**src/core/dacc_pkg.sv**
```systemverilog
// Shared register map, field positions, reset values and timing for the converter controller
package dacc_pkg;

  // ********************************************************
  // Register offsets (byte addresses)
  // ********************************************************
  localparam logic [3:0] OFF_CONTROL_MAIN     = 4'h0;
  localparam logic [3:0] OFF_CONTROL_CONFIG   = 4'h1;
  localparam logic [3:0] OFF_EVENT_CONFIG     = 4'h2;
  localparam logic [3:0] OFF_IRQ_ENABLE_CLEAR = 4'h4;
  localparam logic [3:0] OFF_IRQ_ENABLE_SET   = 4'h5;
  localparam logic [3:0] OFF_IRQ_FLAGS        = 4'h6;
  localparam logic [3:0] OFF_SYNC_STATE       = 4'h7;
  localparam logic [3:0] OFF_VALUE_LO         = 4'h8;
  localparam logic [3:0] OFF_VALUE_HI         = 4'h9;
  localparam logic [3:0] OFF_BUFFER_LO        = 4'hc;
  localparam logic [3:0] OFF_BUFFER_HI        = 4'hd;

  // ********************************************************
  // Field positions
  // ********************************************************
  localparam int POS_SOFT_RESET       = 0;
  localparam int POS_ENABLE           = 1;
  localparam int POS_KEEP_IN_STANDBY  = 2;
  localparam int POS_EXT_DRIVE_ON     = 0;
  localparam int POS_INT_ROUTE_ON     = 1;
  localparam int POS_LEFT_ALIGN       = 2;
  localparam int POS_PUMP_OFF         = 3;
  localparam int POS_REF_SELECT       = 6;
  localparam int POS_START_EVENT_IN   = 0;
  localparam int POS_VACANT_EVENT_OUT = 1;
  localparam int POS_EVENT_INVERT     = 4;
  localparam int POS_FLAG_UNDERRUN    = 0;
  localparam int POS_FLAG_EMPTY       = 1;
  localparam int POS_FLAG_SYNC_DONE   = 2;
  localparam int POS_SYNC_PENDING     = 7;

  // ********************************************************
  // Values after reset and masks
  // ********************************************************
  localparam logic [7:0]  RST_BYTE        = 8'h00;
  localparam logic [15:0] RST_WORD        = 16'h0000;
  localparam logic [2:0]  RST_FLAGS       = 3'h0;
  localparam logic [7:0]  MASK_CONFIG     = 8'hcf;
  localparam logic [7:0]  MASK_EVENT      = 8'h13;
  localparam logic [1:0]  REF_INTERNAL    = 2'h0;
  localparam logic [1:0]  REF_SUPPLY      = 2'h1;
  localparam logic [1:0]  REF_EXTERNAL    = 2'h2;

  // ********************************************************
  // Timing
  // ********************************************************
  localparam logic [1:0]  SYNC_CYCLES     = 2'h2;

  // Pending synchronized operation
  typedef enum logic [2:0] {
    OP_NONE   = 3'b000,
    OP_ENABLE = 3'b001,
    OP_VALUE  = 3'b011,
    OP_BUFFER = 3'b010,
    OP_RESET  = 3'b110
  } dacc_op_e;

endpackage : dacc_pkg

```
**src/core/dacc_controller.sv**
```systemverilog
// Control logic of a single-channel 10-bit converter: registers, buffer, events, interrupt
`timescale 1ns/1ps
// Summary of operation
// - New value in conversion register starts conversion
// - Config and event writes only while disabled
// - Enable bit one enables, zero disables
// - Soft reset restores all registers, disables block
// - Output pin driven only with external drive
// - Reference select picks source, internal after reset
// - Value loaded by bus write or buffer
// - Empty flag set when buffer moves to value
// - Start on empty buffer sets underrun flag
// - Flags set on events; enable set/clear
// - Request held while flag and enable set
// - All requests ORed onto one line
// - Empty event only with vacant event enable
// - Start event moves buffer when ready, resynchronized
// - Events act only with start input enabled
// - Rising edge default, falling when inverted
// - Standby keeps output only with keep bit
// - Sync busy set at once; busy write discarded
// - Reset, enable, value, buffer writes synchronized
// - Internal route independent of external drive
// - Pump automatic on low supply, forced off
// - Left align places ten bits high
// - Soft reset write discards other bits
// - Enable reads back at once, busy clears later
module dacc_controller
  import dacc_pkg::*;
(
  input  wire logic       clk,
  input  wire logic       nrst,
  input  wire logic       psel,
  input  wire logic       penable,
  input  wire logic       pwrite,
  input  wire logic [3:0] paddr,
  input  wire logic [7:0] pwdata,
  output logic      [7:0] prdata,
  output logic            pready,
  output logic            pslverr,
  input  wire logic       startEvent,
  input  wire logic       standbySleep,
  input  wire logic       lowSupply,
  output logic      [9:0] dacCode,
  output logic            convStart,
  output logic            externalDriveOn,
  output logic            internalRouteOn,
  output logic      [1:0] referenceSelect,
  output logic            pumpOn,
  output logic            vacantEvent,
  output logic            irq
);

  // ********************************************************
  // Declarations
  // ********************************************************
  logic     [2:0]  inS1;
  logic     [2:0]  inS2;
  logic            evPrev;
  logic            evEdge;
  logic            startPending;
  logic            act;
  logic            transfer;
  logic            underrun;
  dacc_op_e        syncOp;
  dacc_op_e        next_op;
  logic     [1:0]  syncCnt;
  logic            sync_pending;
  logic            syncDone;
  logic            softReset;
  logic            clr;
  logic            wrAcc;
  logic            syncReq;
  logic            launch;
  logic     [15:0] stage;
  logic     [15:0] next_stage;
  logic            keepInStandby;
  logic            enableBit;
  logic            enabled;
  logic     [7:0]  controlConfig;
  logic     [7:0]  eventConfig;
  logic     [2:0]  intEn;
  logic     [2:0]  flags;
  logic     [2:0]  flagSet;
  logic     [2:0]  flagClr;
  logic     [15:0] value;
  logic     [15:0] buffer;
  logic            bufFull;
  logic            standbyS;
  logic            lowSupplyS;

  assign standbyS   = inS2[1];
  assign lowSupplyS = inS2[2];

  // ********************************************************
  // Bus access and synchronized operations
  // ********************************************************
  assign pready    = 1'b1;
  assign wrAcc     = psel & penable & pwrite;
  assign syncReq   = wrAcc & ((paddr == OFF_CONTROL_MAIN) | (paddr == OFF_VALUE_LO) |
                              (paddr == OFF_VALUE_HI) | (paddr == OFF_BUFFER_LO) |
                              (paddr == OFF_BUFFER_HI));
  assign sync_pending  = (syncOp != OP_NONE);
  assign launch    = syncReq & ~sync_pending;
  assign pslverr   = syncReq & sync_pending;
  assign syncDone  = sync_pending & (syncCnt == 2'h0);
  assign softReset = syncDone & (syncOp == OP_RESET);
  assign clr       = ~nrst | softReset;

  always_comb begin
    next_op    = OP_NONE;
    next_stage = value;
    unique case (paddr)
      OFF_CONTROL_MAIN: begin
        next_op = pwdata[POS_SOFT_RESET] ? OP_RESET : OP_ENABLE;
      end
      OFF_VALUE_LO: begin
        next_op    = OP_VALUE;
        next_stage = {value[15:8], pwdata};
      end
      OFF_VALUE_HI: begin
        next_op    = OP_VALUE;
        next_stage = {pwdata, value[7:0]};
      end
      OFF_BUFFER_LO: begin
        next_op    = OP_BUFFER;
        next_stage = {buffer[15:8], pwdata};
      end
      OFF_BUFFER_HI: begin
        next_op    = OP_BUFFER;
        next_stage = {pwdata, buffer[7:0]};
      end
      default: begin
        next_op    = OP_NONE;
        next_stage = value;
      end
    endcase
  end

  // Busy rises with the write itself, so software sees it on the next read
  always_ff @(posedge clk) begin
    if (clr) begin
      syncOp  <= OP_NONE;
      syncCnt <= 2'h0;
    end else if (launch) begin
      syncOp  <= next_op;
      syncCnt <= SYNC_CYCLES - 2'h1;
    end else if (syncDone) begin
      syncOp  <= OP_NONE;
    end else if (sync_pending) begin
      syncCnt <= syncCnt - 2'h1;
    end
  end

  always_ff @(posedge clk) begin
    if (clr) begin
      stage <= RST_WORD;
    end else if (launch) begin
      stage <= next_stage;
    end
  end

  // ********************************************************
  // Control registers
  // ********************************************************
  always_ff @(posedge clk) begin
    if (clr) begin
      keepInStandby <= 1'b0;
      enableBit     <= 1'b0;
    end else if (launch && !pwdata[POS_SOFT_RESET] && paddr == OFF_CONTROL_MAIN) begin
      keepInStandby <= pwdata[POS_KEEP_IN_STANDBY];
      enableBit     <= pwdata[POS_ENABLE];
    end
  end

  always_ff @(posedge clk) begin
    if (clr) begin
      enabled <= 1'b0;
    end else if (syncDone && syncOp == OP_ENABLE) begin
      enabled <= enableBit;
    end
  end

  always_ff @(posedge clk) begin
    if (clr) begin
      controlConfig <= RST_BYTE;
      eventConfig   <= RST_BYTE;
    end else if (wrAcc && !enableBit) begin
      if (paddr == OFF_CONTROL_CONFIG) begin
        controlConfig <= pwdata & MASK_CONFIG;
      end
      if (paddr == OFF_EVENT_CONFIG) begin
        eventConfig <= pwdata & MASK_EVENT;
      end
    end
  end

  always_ff @(posedge clk) begin
    if (clr) begin
      intEn <= RST_FLAGS;
    end else if (wrAcc && paddr == OFF_IRQ_ENABLE_SET) begin
      intEn <= intEn | pwdata[2:0];
    end else if (wrAcc && paddr == OFF_IRQ_ENABLE_CLEAR) begin
      intEn <= intEn & ~pwdata[2:0];
    end
  end

  // ********************************************************
  // Value register and buffer
  // ********************************************************
  always_ff @(posedge clk) begin
    if (clr) begin
      value <= RST_WORD;
    end else if (syncDone && syncOp == OP_VALUE) begin
      value <= stage;
    end else if (transfer) begin
      value <= buffer;
    end
  end

  always_ff @(posedge clk) begin
    if (clr) begin
      buffer  <= RST_WORD;
      bufFull <= 1'b0;
    end else if (syncDone && syncOp == OP_BUFFER) begin
      buffer  <= stage;
      bufFull <= 1'b1;
    end else if (transfer) begin
      bufFull <= 1'b0;
    end
  end

  always_ff @(posedge clk) begin
    if (clr) begin
      convStart <= 1'b0;
    end else begin
      convStart <= (syncDone && syncOp == OP_VALUE) | transfer;
    end
  end

  // Code follows value and alignment every cycle; conversions are timed by the host
  always_ff @(posedge clk) begin
    if (clr) begin
      dacCode <= 10'h000;
    end else begin
      dacCode <= controlConfig[POS_LEFT_ALIGN] ? value[15:6] : value[9:0];
    end
  end

  // ********************************************************
  // Input synchronizers and start event
  // ********************************************************
  always_ff @(posedge clk) begin
    if (!nrst) begin
      inS1 <= 3'h0;
      inS2 <= 3'h0;
    end else begin
      inS1 <= {lowSupply, standbySleep, startEvent};
      inS2 <= inS1;
    end
  end

  always_ff @(posedge clk) begin
    if (!nrst) begin
      evPrev <= 1'b0;
    end else begin
      evPrev <= inS2[0];
    end
  end

  assign evEdge = eventConfig[POS_EVENT_INVERT] ? (evPrev & ~inS2[0])
                                                : (~evPrev & inS2[0]);

  // A start during a synchronized write waits until the block is ready again
  assign act      = startPending & ~sync_pending;
  assign transfer = act & bufFull;
  assign underrun = act & ~bufFull;

  always_ff @(posedge clk) begin
    if (clr) begin
      startPending <= 1'b0;
    end else if (evEdge && enabled && eventConfig[POS_START_EVENT_IN]) begin
      startPending <= 1'b1;
    end else if (act) begin
      startPending <= 1'b0;
    end
  end

  always_ff @(posedge clk) begin
    if (clr) begin
      vacantEvent <= 1'b0;
    end else begin
      vacantEvent <= transfer & eventConfig[POS_VACANT_EVENT_OUT];
    end
  end

  // ********************************************************
  // Interrupt flags and request
  // ********************************************************
  assign flagSet = {syncDone, transfer, underrun};
  assign flagClr = (wrAcc && paddr == OFF_IRQ_FLAGS) ? pwdata[2:0] : 3'h0;

  // A set in the clearing cycle wins so no event is lost
  always_ff @(posedge clk) begin
    if (clr) begin
      flags <= RST_FLAGS;
    end else begin
      flags <= (flags & ~flagClr) | flagSet;
    end
  end

  always_ff @(posedge clk) begin
    if (clr) begin
      irq <= 1'b0;
    end else begin
      irq <= |(flags & intEn);
    end
  end

  // ********************************************************
  // Analog control outputs
  // ********************************************************
  always_ff @(posedge clk) begin
    if (clr) begin
      externalDriveOn <= 1'b0;
      internalRouteOn <= 1'b0;
      referenceSelect <= REF_INTERNAL;
      pumpOn          <= 1'b0;
    end else begin
      externalDriveOn <= enabled & controlConfig[POS_EXT_DRIVE_ON] &
                         ~(standbyS & ~keepInStandby);
      internalRouteOn <= enabled & controlConfig[POS_INT_ROUTE_ON];
      referenceSelect <= controlConfig[POS_REF_SELECT +: 2];
      pumpOn          <= enabled & lowSupplyS & ~controlConfig[POS_PUMP_OFF];
    end
  end

  // ********************************************************
  // Read data, captured in the setup phase
  // ********************************************************
  always_ff @(posedge clk) begin
    if (clr) begin
      prdata <= RST_BYTE;
    end else if (psel && !penable) begin
      unique case (paddr)
        OFF_CONTROL_MAIN:     prdata <= {5'h00, keepInStandby, enableBit, syncOp == OP_RESET};
        OFF_CONTROL_CONFIG:   prdata <= controlConfig;
        OFF_EVENT_CONFIG:     prdata <= eventConfig;
        OFF_IRQ_ENABLE_CLEAR: prdata <= {5'h00, intEn};
        OFF_IRQ_ENABLE_SET:   prdata <= {5'h00, intEn};
        OFF_IRQ_FLAGS:        prdata <= {5'h00, flags};
        OFF_SYNC_STATE:       prdata <= {sync_pending, 7'h00};
        OFF_VALUE_LO:         prdata <= value[7:0];
        OFF_VALUE_HI:         prdata <= value[15:8];
        OFF_BUFFER_LO:        prdata <= buffer[7:0];
        OFF_BUFFER_HI:        prdata <= buffer[15:8];
        default:              prdata <= RST_BYTE;
      endcase
    end
  end

  // ********************************************************
  // Assertions
  // ********************************************************
  sync_busy_len_a: assert property (@(posedge clk) disable iff (!nrst)
    launch |=> sync_pending [*2] ##1 !sync_pending)
    else $error("sync busy length wrong");

  busy_reject_a: assert property (@(posedge clk) disable iff (!nrst)
    (syncReq && sync_pending) |=> $stable(stage) && $stable(syncOp) || !sync_pending)
    else $error("write during busy not discarded");

  config_protect_a: assert property (@(posedge clk) disable iff (!nrst)
    (wrAcc && enableBit && !softReset) |=> $stable(controlConfig) && $stable(eventConfig))
    else $error("protected register changed while enabled");

  value_start_a: assert property (@(posedge clk) disable iff (!nrst)
    (syncDone && syncOp == OP_VALUE) |=> convStart && value == $past(stage))
    else $error("value load did not start conversion");

  buffer_move_a: assert property (@(posedge clk) disable iff (!nrst)
    transfer |=> !bufFull && flags[POS_FLAG_EMPTY] && convStart && value == $past(buffer))
    else $error("buffer transfer wrong");

  underrun_flag_a: assert property (@(posedge clk) disable iff (!nrst)
    underrun |=> flags[POS_FLAG_UNDERRUN] && !convStart)
    else $error("underrun not flagged");

  irq_combine_a: assert property (@(posedge clk) disable iff (!nrst)
    (|(flags & intEn) && !softReset) |=> irq)
    else $error("request not raised");

  soft_reset_a: assert property (@(posedge clk) disable iff (!nrst)
    softReset |=> !enableBit && !enabled && controlConfig == RST_BYTE && !bufFull)
    else $error("soft reset incomplete");

  event_gate_a: assert property (@(posedge clk) disable iff (!nrst)
    (!eventConfig[POS_START_EVENT_IN] && !startPending) |=> !startPending)
    else $error("start accepted while input disabled");

  ext_drive_a: assert property (@(posedge clk) disable iff (!nrst)
    externalDriveOn |-> $past(controlConfig[POS_EXT_DRIVE_ON]) && $past(enabled))
    else $error("output driven without external drive");

endmodule : dacc_controller

```
**config.mk**
```make
export PLATFORM = sky130hd
export DESIGN_NAME = dacc_controller
export DESIGN_NICKNAME = d
export VERILOG_FILES = /design/src/core/dacc_pkg.sv /design/src/core/dacc_controller.sv
export SDC_FILE = /design/constraint.sdc
export NUM_CORES = 1
export LEC_CHECK = 0
export BUFFER_PORTS_ARGS = -buffer_cell sky130_fd_sc_hd__buf_4
export CAP_MARGIN = 20
export CORE_AREA = 10 10 111 123
export CTS_BUF_LIST = sky130_fd_sc_hd__clkbuf_2
export CTS_CLUSTER_SIZE = 28
export DETAILED_ROUTE_END_ITERATION = 7
export DIE_AREA = 0 0 121 133
export SLEW_MARGIN = 15
export SYNTH_ARGS = -nofsm -noshare
export SYNTH_HDL_FRONTEND = slang
export SYNTH_SLANG_ARGS = --single-unit
```
**constraint.sdc**
```tcl
create_clock -name clk -period 5.5 [get_ports clk]
set_input_delay 1.1 -clock clk [delete_from_list [all_inputs] [get_ports clk]]
set_output_delay 1.1 -clock clk [all_outputs]
set_load 0.02 [all_outputs]
```
==> results of run 1 <==
[report_power, final]
group	switching (mW)	internal (mW)	leakage, nW
Sequential	0.00245	0.776	0.855
Clock	0.266	0.104	0.0654
Combinational	0.0659	0.0315	0.973
Total	0.335	0.911	1.89
[registers in the layout, summed over array words and instances (netlist names), 2 cells and up, named ones only]
register,cells
referenceSelect,2
eventConfig,3
controlConfig,6
syncOp,3
buffer,16
stage,16
syncCnt,2
dacCode,10
inS2,3
prdata,8
value,16
inS1,3
flags,3
[layout make-up]
type	instances	share of cell area [%]
inverter	14	0.988
tap	150	3.53
clock inverter	7	1.25
sequential	106	39.9
timing repair buffer	50	7.06
multi-input combinational	393	46.4
clock buffer	9	0.847
[Yosys cell counts, types with 6 or more instances]
cell type / instances
sky130_fd_sc_hd__nor2_1: 38
sky130_fd_sc_hd__o221ai_1: 8
sky130_fd_sc_hd__and3_1: 7
sky130_fd_sc_hd__a21oi_1: 47
sky130_fd_sc_hd__mux2i_1: 32
sky130_fd_sc_hd__and2_1: 10
sky130_fd_sc_hd__o2bb2ai_1: 7
sky130_fd_sc_hd__nand2_1: 91
sky130_fd_sc_hd__nand3_1: 17
sky130_fd_sc_hd__inv_1: 13
sky130_fd_sc_hd__clkbuf_1: 24
sky130_fd_sc_hd__buf_2: 13
sky130_fd_sc_hd__a31oi_1: 19
sky130_fd_sc_hd__o21ai_0: 21
sky130_fd_sc_hd__o221ai_2: 8
sky130_fd_sc_hd__o22a_1: 8
sky130_fd_sc_hd__dfxtp_1: 106
sky130_fd_sc_hd__a2bb2oi_1: 12
sky130_fd_sc_hd__nand2b_1: 6
[worst paths after layout]
kind	from	to	cells after the start
setup reg to reg	syncCnt[0]	prdata[4]	6
hold reg to reg	inS1[2]	inS2[2]	1
hold / removal	inS1[2]	inS2[2]	1
setup / recovery	paddr[0]	pslverr	4
[metal layers]
layer / vias up / global-route usage (%) / part of all wire (%)
met5: - / 0 / 0
met4: 0 / 7.58 / 2.9
met3: 31 / 4.30 / 7.1
met2: 184 / 28.6 / 47
met1: 2091 / 22.3 / 43
li1: 2033 / - / -
[per-stage QoR]
step / hold WS [ps] / worst slack (ps) / area (µm²)
after CTS: 478 / 1900 / 5320
final: 475 / 1870 / 5320
after detailed placement: 426 / 1910 / 5200
after floorplan: 412 / 1790 / 4870
after global placement: 422 / 1900 / 5200
after global routing: 494 / 1760 / 5320
[cell families after synthesis]
logic type / after synthesis
AO/OA/AOI/OAI: 152
XOR/XNOR: 1
adder cells (fa/ha/maj): 1
buffers and inverters: 62
flip-flops: 106
multiplexers: 35
other: 1
AND/OR/NAND/NOR: 203
==> results by stage, run 1 <==
Logic synthesis:
- In the synthesized netlist, mux cells make up 7.49% of the area.
- The largest total area in the synthesized netlist belongs to sky130_fd_sc_hd__dfxtp_1.
- The adder-cell share of the synthesized area is 0.257%.
- The synthesized netlist devotes 20.3% of its cell area to simple gates.
- The per-instance average area after synthesis is 8.69 µm².
- The count of flip-flops with a built-in enable after synthesis is 0.
- The synthesized netlist contains 63 unique library cells.
- Synthesis produced a netlist with a net count of 582.
- The most instantiated flip-flop cell in the synthesis netlist is sky130_fd_sc_hd__dfxtp_1.
- The cell area that synthesis handed to floorplanning was 4870 µm².
- After Yosys synthesis, XOR and XNOR cells account for 0.180% of the synthesized area.
- The synthesized instance count is 561.
- The sequential-to-total area share from yosys stat is 43.5%.
- Sorting the synthesized cells by area gives the leading types as sky130_fd_sc_hd__dfxtp_1 (44%), sky130_fd_sc_hd__nand2_1 (7.0%), sky130_fd_sc_hd__mux2i_1 (6.6%).
- For this run, asynchronously set or reset flops after synthesis account for 0%.
- The area share of the largest cell type after synthesis is 43.5%.
- The flop and latch count out of synthesis is 106.
- After synthesis, the largest family of logic cells by area is compound AO/OA/AOI/OAI gates.
- The number of synthesis warnings is 0.
- The synthesized netlist devotes 22.3% of its cell area to compound gates.

Worst setup path:
- Data on the critical path is required at its endpoint by 4400 ps.
- The critical path's most frequent cell is sky130_fd_sc_hd__buf_4.
- The startpoint type of the worst setup path is an input pin.
- The slowest stage cell on the critical path is sky130_fd_sc_hd__a2111oi_0.
- On the critical path the largest part of the delay comes from compound AO/OA/AOI/OAI gates.
- The largest single stage delay on the critical path is 510 ps.
- The critical-path maximum fanout is 48.
- The kind of end point of the critical path is an output port.
- The register-to-register setup slack is 3060 ps.
- STA puts the critical path data arrival time at 2530 ps.
- Traced cell by cell, the critical path runs through buf_4 > or2_2 > a2111oi_0 > buf_4.
- The number of buffers and inverters on the critical path is 2.
- The critical path in this run is classified as input pin to output port.

Floorplan:
- The die width is 121 µm.
- The die is 133 µm tall.
- The standard-cell row count is 41.
- The initial utilization of the core area, before any placement, comes to 43.4%.
- The floorplan step defined a core boundary enclosing 11200 µm².
- The die covers 16100 µm².
- The count of boundary I/O pins is 48.

Global route:
- The initial antenna violation count is 0.
- The largest net degree at the start of global routing is 49.
- The number of global-route vias before repair came to 4190.
- The total routing usage reported by global routing is 17.9%.
- The wire length of the first global-routing pass is 23.0 mm.
- The total congestion overflow after global routing is 0.

Final layout:
- The number of non-filler instances in the completed layout is 729.
- The count of fill cells added during filler insertion is 1095.
- The leading cell type in the layout, fill and taps excluded is sky130_fd_sc_hd__dfxtp_1.
- The total area of sequential cells is 2120 µm².
- Cells fill 47.3% of the core in the end.
- 0 antenna diodes ended up in the layout.
- In the layout the commonest cells are sky130_fd_sc_hd__dfxtp_1 (106), sky130_fd_sc_hd__nand2_1 (90), sky130_fd_sc_hd__buf_4 (50), sky130_fd_sc_hd__a21oi_1 (47), sky130_fd_sc_hd__nor2_1 (38).
- The fraction of layout instances using a drive strength above 1 is 14.7%.
- In the final design database the tool counted 595 nets.
- The multi-input gate area in the final layout is 2470 µm².
- Relative to the synthesized area, the layout overhead comes to 9.06%.

Detailed routing:
- The routed design has 14.4 mm of wire.
- After the first detailed-routing iteration, the DRC count stood at 405.
- Summing over every cut layer, the via total after detailed routing is 4339.
- The detail route stage leaves a number of antenna-violating nets equal to 0.
- The mean routed wirelength per cell is 19.8 µm.
- The total iterations of the first detailed-routing run is 6.
- The number of remaining DRC errors is 0.
- After detailed routing, the number of vias per cell comes to 5.95.

Clocking:
- The clock net in this run drives a total of 106 sinks.
- The library cell used as clock root buffer is sky130_fd_sc_hd__clkbuf_2.
- TritonCTS built the clock tree.
- The number of setup buffers added after CTS is 0.
- In this run the number of H-tree levels came out at 3.
- The longest clock path from root to sink contains 2 buffers.
- After clock tree synthesis, the clock-pin slew on the worst setup and hold paths is 260 ps.
- The hold buffer count at cts is 0.
- The clock reaches the later pin of the worst-skew pair after 620 ps.
- Gates resized during post-CTS repair numbered 0.
- The number of buffers inserted during clock tree synthesis is 9.

Flow run:
- The tool flagged a number of max-cap violations equal to 0.

Timing:
- The number of max-slew violations in the final report is 0.
- The transition time at the pin with the least slew margin is 1030 ps.
- Between clock sinks in the finished design, the worst skew comes to 35.1 ps.
- Setup violations remaining at the end of the flow were counted as 0.
- Setup repair after global routing left no endpoint under its margin.
- Measured against its own limit, the worst slew margin works out to 31.4%.
- For the finished layout, the period the worst path requires is 3630 ps.
- The final count of hold timing violations is 0.
- After layout, the worst path uses 65.9% of the clock period.
- After routing, the total negative slack on setup checks comes to 0 ps.
- For this run, the top clock speed supported by timing is 276 MHz.

Power and ir drop:
- The overall power is 1.25 mW.
- The static leakage power is 1.89 nW.
- In this run the power density over the cells is 234 nW/µm².
- The largest vdd supply drop is 0.110 mV.

Place:
- The count of buffers added on input and output ports is 46.
- The number of placed cells counting well taps is 713.
- Routability-driven placement finished with a final weighted congestion of 0.853.
- The post-DP HPWL is 9.70 mm.

Outcome:
- The flow ran to the end, and the final reports show no timing, DRC or antenna violations.

Worst hold path:
- The min-delay analysis places its worst path in the category register to register.
(Power assumes the default switching activity.)
==> inputs of run 2 (changes only) <==
Clock period 5.5 ns to 3.55 ns, I/O delays scaled along.
==> results by stage, run 2 (synthesized netlist as in run 1, its figures left out) <==
Floorplan:
- The area of the placeable core is 11200 µm² (unchanged).
- The standard-cell row count was 41 (unchanged).
- The area of the die is 16100 µm² (unchanged).
- The starting density of the core was 43.4% (unchanged).
- The die width is 121 µm (unchanged).
- The count of boundary I/O pins is 48 (unchanged).
- The die height came to 133 µm (unchanged).

Detailed routing:
- The final antenna-violating net count is 0 (unchanged).
- The via total after detailed routing was 4214 (-2.9%).
- The wire length on met2 is 6.63 mm (-1.2%).
- The number of remaining DRC errors came to 0 (unchanged).
- The routed wire length is 14.2 mm (-1.4%).
- The met3 layer wire length in the routed design was 959 µm (-6.1%).
- The number of vias per cell after detailed routing is 5.76 (-3.3%).
- The total iterations of the first detailed-routing run is 5 (-1).
- The mean routed wirelength per cell is 19.4 µm (-1.8%).
- The met1 layer wirelength in the final routing is 6.32 mm (+1.1%).
- The highest metal layer carrying signal wires in the routed design is met4.
- The number of DRC violations after detailed-routing iteration 0 is 465 (+15%).

Power and ir drop:
- The static leakage power was 1.91 nW (+1.1%).
- The power density over cell area is 345 nW/µm² (+47%).
- The largest vdd supply drop came to 0.204 mV (+84%).

Timing:
- For this run, the top clock speed supported by timing is 360 MHz.
- The final worst clock skew is 27.9 ps (-7.22 ps).
- The transition time at the pin with the least slew margin is 913 ps (-117 ps).
- Setup repair after global routing left no endpoint under its margin.
- In the finished design, the share of the clock period the worst path needs comes to 78.3%.
- The time the final worst path needs with I/O delays and setup is 2780 ps.
- The final worst hold slack is 300 ps (-175 ps).
- The max-slew headroom at the worst pin is 39.0% (+7.6 points).
- The summed negative setup slack over all endpoints came to 0 ps (unchanged).
- The final worst-path setup slack is 769 ps (-1110 ps).
- The number of max-slew violations in the final report is 0 (unchanged).
- The count of final setup violators is 0 (unchanged).
- The final count of hold timing violations is 0 (unchanged).

Worst setup path:
- The critical path goes through buf_4 > or2_2 > a2111oi_0 > buf_4.
- The cell family with the largest share of critical-path delay is buffers and inverters.
- The delay contributed by the slowest stage of the critical path came to 460 ps (-50 ps).
- The number of buffers and inverters on the critical path was 2 (unchanged).
- The data required time of the critical path is 2840 ps (-1560 ps).
- Among the stages of the critical path, the cell type that occurs most often is sky130_fd_sc_hd__buf_4.
- The critical-path maximum fanout is 48 (unchanged).
- The slowest stage cell on the critical path is sky130_fd_sc_hd__a2111oi_0.
- The worst setup path is captured at an output port.
- The data arrival at the endpoint of the critical path is 2070 ps (-460 ps).
- The startpoint type of the worst setup path is an input pin.
- By startpoint and endpoint, the worst setup path is classified as input pin to output port.

Clocking:
- The hold buffer count at cts is 0 (unchanged).
- The root buffer cell chosen for the clock tree is sky130_fd_sc_hd__clkbuf_2.
- The clock-pin slew on the worst setup and hold paths is 250 ps (about the same).
- The post-CTS setup buffer count is 0 (unchanged).
- The number of gates resized after cts is 0 (unchanged).
- The number of H-tree levels is 3 (unchanged).
- TritonCTS built the clock tree.
- The clock latency on the worst-skew pair came to 610 ps (about the same).
- The number of buffers inserted during clock tree synthesis is 9 (unchanged).
- The maximum number of buffers from clock root to sink is 2 (unchanged).
- The total number of clock tree sinks came to 106 (unchanged).

Worst hold path:
- The tightest min-delay check is of the input pin to register type.

Global route:
- The number of global-route vias before repair is 4100 (-2.1%).
- The total congestion overflow after global routing is 0 (unchanged).
- The initial antenna violation count is 0 (unchanged).
- The largest net degree at the start of global routing is 49 (unchanged).
- The total routing usage reported by global routing came to 17.6% (-0.26 points).
- The wire length of the first global-routing pass was 22.5 mm (-2.4%).

Place:
- The post-place setup slack is 807 ps (-1110 ps).
- The total of buffers placed on input and output ports was 46 (unchanged).
- The routability-driven placement congestion ratio is 0.877 (+2.8%).
- The post-DP HPWL is 9.70 mm (about the same).
- The area of placed instances is 5250 µm² (+0.82%).

Final layout:
- The total non-filler cell area in the finished layout is 5320 µm² (+0.12%).
- The largest registers in the layout are buffer (16), stage (16), value (16).
- The core utilization of the finished layout is 47.4% (+0.056 points).
- The fraction of layout instances using a drive strength above 1 is 15.6% (+0.96 points).
- The relative area change from synthesis to final layout is 9.19%.
- The antenna diode count is 0 (unchanged).
- In the layout the commonest cells are sky130_fd_sc_hd__dfxtp_1 (106), sky130_fd_sc_hd__nand2_1 (90), sky130_fd_sc_hd__buf_4 (53), sky130_fd_sc_hd__a21oi_1 (47), sky130_fd_sc_hd__nor2_1 (38).
- The leading cell type in the layout, fill and taps excluded is sky130_fd_sc_hd__dfxtp_1.
- The number of nets in the finished design is 599 (+0.67%).

Flow run:
- The number of max-cap violations is 0 (unchanged).

Outcome:
- The flow ran to the end, and the final reports show no timing, DRC or antenna violations.
==> run 2: cell types whose count changed in the layout (fill, tap and decap cells not counted), moves of 2 or more <==
cell and delta:
sky130_fd_sc_hd__clkinv_2 +4, sky130_fd_sc_hd__buf_4 +3, sky130_fd_sc_hd__clkinv_1 -3, sky130_fd_sc_hd__clkbuf_2 +2, sky130_fd_sc_hd__inv_6 -2
==> run 2: per-layer routing <==
metal | track usage, % | up-vias
met1 | 22.0 | 2023
met2 | 28.0 | 136
li1 | - | 2037
met5 | 0 | -
met3 | 5.62 | 18
met4 | 5.64 | 0
==> run 2: final cells by class <==
| cell class | instances | area [µm²] |
|---|---|---|
| fill | 1121 | 5910 |
| multi-input combinational | 393 | 2470 |
| sequential | 106 | 2120 |
| timing repair buffer | 54 | 418 |
| tap | 150 | 188 |
| clock buffer | 11 | 55.1 |
| inverter | 14 | 52.6 |
| clock inverter | 4 | 20.0 |
==> run 2: where the power goes <==
part / switching [mW] / total [mW] / internal [mW]
logic: 0.103 / 0.156 / 0.0531
registers: 0.00384 / 1.20 / 1.20
clock network: 0.386 / 0.476 / 0.0899
==> run 2: worst paths after layout <==
path / from / to / slack [ps] / cells after the start
max: paddr[0] / pslverr / 770 / 4
min: standbySleep / inS1[1] / 300 / 2
max reg2reg: syncOp[0] / value[6] / 1310 / 4
min reg2reg: inS1[1] / inS2[1] / 470 / 1
==> run 2: per-stage QoR <==
stage               cells  power, mW
detailed placement    717       1.38
global route          732       1.91
global placement      717       1.38
CTS                   732       1.86
floorplan             561       1.33
finish                732       1.84
==> inputs of run 3 (changes only) <==
Clock period 3.55 ns to 2.6 ns, I/O delays scaled along.
==> results by stage, run 3 (synthesized netlist as in run 1, its figures left out) <==
Power and ir drop:
- The power density over cell area is 501 nW/µm² (+45%).
- The largest vdd supply drop came to 0.221 mV (+8.7%).
- The static leakage power was 1.97 nW (+2.9%).

Clocking:
- The clock-pin slew on the worst setup and hold paths was 270 ps (+20 ps).
- The number of buffers inserted during clock tree synthesis was 9 (unchanged).
- The library cell used as clock root buffer is sky130_fd_sc_hd__clkbuf_2.
- The maximum number of buffers from clock root to sink was 2 (unchanged).
- The clock tree from TritonCTS is yes.
- The clock latency on the worst-skew pair is 590 ps (-20 ps).
- The number of H-tree levels came to 3 (unchanged).
- The hold buffer count at cts came to 0 (unchanged).
- The total number of clock tree sinks is 106 (unchanged).

Global route:
- The initial antenna violation count was 0 (unchanged).
- The wire length of the first global-routing pass is 22.8 mm (+1.5%).
- The total routing usage reported by global routing was 17.7% (+0.053 points).
- The number of global-route vias before repair is 4215 (+2.8%).
- The largest net degree at the start of global routing is 36 (-27%).
- The total congestion overflow after global routing is 0 (unchanged).

Timing:
- The final worst-path setup slack is 186 ps (-583 ps).
- In the finished design, the share of the clock period the worst path needs comes to 92.8%.
- The final worst hold slack was 113 ps (-186 ps).
- The achievable clock frequency is 414 MHz.
- The summed negative setup slack over all endpoints is 0 ps (unchanged).
- The number of max-slew violations in the final report is 0 (unchanged).
- The final count of hold timing violations is 0 (unchanged).
- The worst path in the final design needs a cycle of 2410 ps, including I/O delays and setup.
- Setup repair after global routing left no endpoint under its margin.
- The final worst clock skew is 18.5 ps (-9.37 ps).
- The max-slew headroom at the worst pin came to 40.9% (+2.0 points).
- The transition time at the pin with the least slew margin came to 885 ps (-27.4 ps).
- The count of final setup violators is 0 (unchanged).

Final layout:
- The largest registers in the layout are buffer (16), stage (16), value (16).
- The relative area change from synthesis to final layout is 11.7%.
- Leaving out fill and tap cells, the most frequent cells in the layout are sky130_fd_sc_hd__dfxtp_1 (104), sky130_fd_sc_hd__nand2_1 (90), sky130_fd_sc_hd__buf_4 (61), sky130_fd_sc_hd__a21oi_1 (47), sky130_fd_sc_hd__nor2_1 (38).
- The number of non-filler instances in the completed layout was 740 (+1.1%).
- The number of nets in the finished design is 607 (+1.3%).
- The leading cell type in the layout, fill and taps excluded is sky130_fd_sc_hd__dfxtp_1.
- The count of fill cells added during filler insertion came to 1087 (-3.0%).
- The fraction of layout instances using a drive strength above 1 is 16.9% (+1.3 points).
- The antenna diode count came to 0 (unchanged).
- The total non-filler cell area in the finished layout is 5450 µm² (+2.3%).

Worst hold path:
- The classification of the worst-slack hold path is input pin to register.
- The number of cells on the worst hold path is 2 (unchanged).

Detailed routing:
- The via total after detailed routing is 4308 (+2.2%).
- The met1 layer wirelength in the final routing is 6.52 mm (+3.1%).
- The number of vias per cell after detailed routing was 5.82 (+1.1%).
- The final antenna-violating net count is 0 (unchanged).
- The routed wire length is 14.6 mm (+2.6%).
- The mean routed wirelength per cell is 19.7 µm (+1.5%).
- The met3 layer wire length in the routed design is 768 µm (-20%).
- The total iterations of the first detailed-routing run is 5 (unchanged).
- The wire length on met2 is 7.02 mm (+5.8%).
- The number of remaining DRC errors is 0 (unchanged).
- The uppermost signal routing layer after detailed routing is met4.
- The number of DRC violations after detailed-routing iteration 0 came to 385 (-17%).

Outcome:
- The run finished with clean final reports.

Worst setup path:
- The path depth of the worst reg2reg path is 6 (+2).
- STA classifies the critical path startpoint as a register.
- The critical path is of the register to output port type.
- The data arrival at the endpoint of the critical path is 1890 ps (-180 ps).
- Traced cell by cell, the critical path runs through nor3_2 > a2111oi_0 > buf_4.
- The critical-path maximum fanout is 9 (-81%).
- The data required time of the critical path came to 2080 ps (-760 ps).
- The kind of end point of the critical path is an output port.
- The delay contributed by the slowest stage of the critical path is 540 ps (+80 ps).
- The slowest stage of the critical path belongs to the cell sky130_fd_sc_hd__dfxtp_1.

Flow run:
- The number of max-cap violations is 0 (unchanged).

Place:
- The number of placed cells counting well taps is 725 (+1.1%).
- The post-DP HPWL was 10.1 mm (+3.6%).
- The post-place setup slack is 389 ps (-418 ps).
- The routability-driven placement congestion ratio is 0.865 (-1.4%).
- The area of placed instances is 5310 µm² (+1.1%).
- The total of buffers placed on input and output ports is 46 (unchanged).

Floorplan:
- The die height is 133 µm (unchanged).
- The area of the die came to 16100 µm² (unchanged).
- The starting density of the core came to 43.4% (unchanged).
- The standard-cell row count is 41 (unchanged).
- The count of boundary I/O pins came to 48 (unchanged).
- The die width is 121 µm (unchanged).
- The area of the placeable core is 11200 µm² (unchanged).
-- run 3: cell count changes in the layout (fill, tap and decap cells not counted), moves of 2 or more --
cell / previous run / this run
sky130_fd_sc_hd__dfxtp_1: 106 / 104
sky130_fd_sc_hd__buf_4: 53 / 61
sky130_fd_sc_hd__dfxtp_2: 0 / 2
sky130_fd_sc_hd__bufinv_16: 0 / 2
sky130_fd_sc_hd__clkinv_2: 4 / 0
sky130_fd_sc_hd__clkbuf_2: 11 / 9
-- run 3: worst paths after layout --
kind	to	slack, ps	start
setup / recovery	pslverr	190	syncOp[0]
hold / removal	inS1[2]	110	lowSupply
setup reg to reg	syncCnt[1]	540	syncCnt[0]
hold reg to reg	inS2[1]	480	inS1[1]
-- run 3: cell type report --
type | count | area, µm² | share of cell area, %
sequential | 106 | 2120 | 39.0
multi-input combinational | 393 | 2470 | 45.3
inverter | 14 | 52.6 | 0.965
clock buffer | 9 | 45.0 | 0.827
timing repair buffer | 62 | 478 | 8.78
tap | 150 | 188 | 3.45
clock inverter | 6 | 91.3 | 1.68
-- run 3: critical path, delay by kind of cell (launching register included) --
kind            cells  cell delay (ps)
compound gates      1              390
simple gates        1              160
buf+inv             1              220
flops               1              540
-- run 3: per-layer routing --
layer,up-vias,track usage [%]
met1,2107,22.5
met2,133,28.8
met3,19,3.19
li1,2049,-
met5,-,0
met4,0,6.78
-- run 3: per-stage QoR --
step | total power [mW] | util [%]
2_1_floorplan | 1.81 | -
3_3_place_gp | 1.88 | 47.2
3_5_place_dp | 1.89 | 47.2
4_1_cts | 2.75 | 48.5
5_1_grt | 2.83 | 48.5
6_report | 2.73 | 48.5
-- run 3: repair_timing --
item / in CTS / in global routing
endpoints found under the hold margin: 0 / 0
buffers inserted: 0 / 0
resized for setup: 0 / 2
endpoints found under the setup margin: 0 / 1
-- run 3: report_power, final --
part | switching (mW) | internal [mW] | leakage, nW
clock network | 0.547 | 0.318 | 0.0775
registers | 0.00523 | 1.64 | 0.856
logic | 0.141 | 0.0762 | 1.03
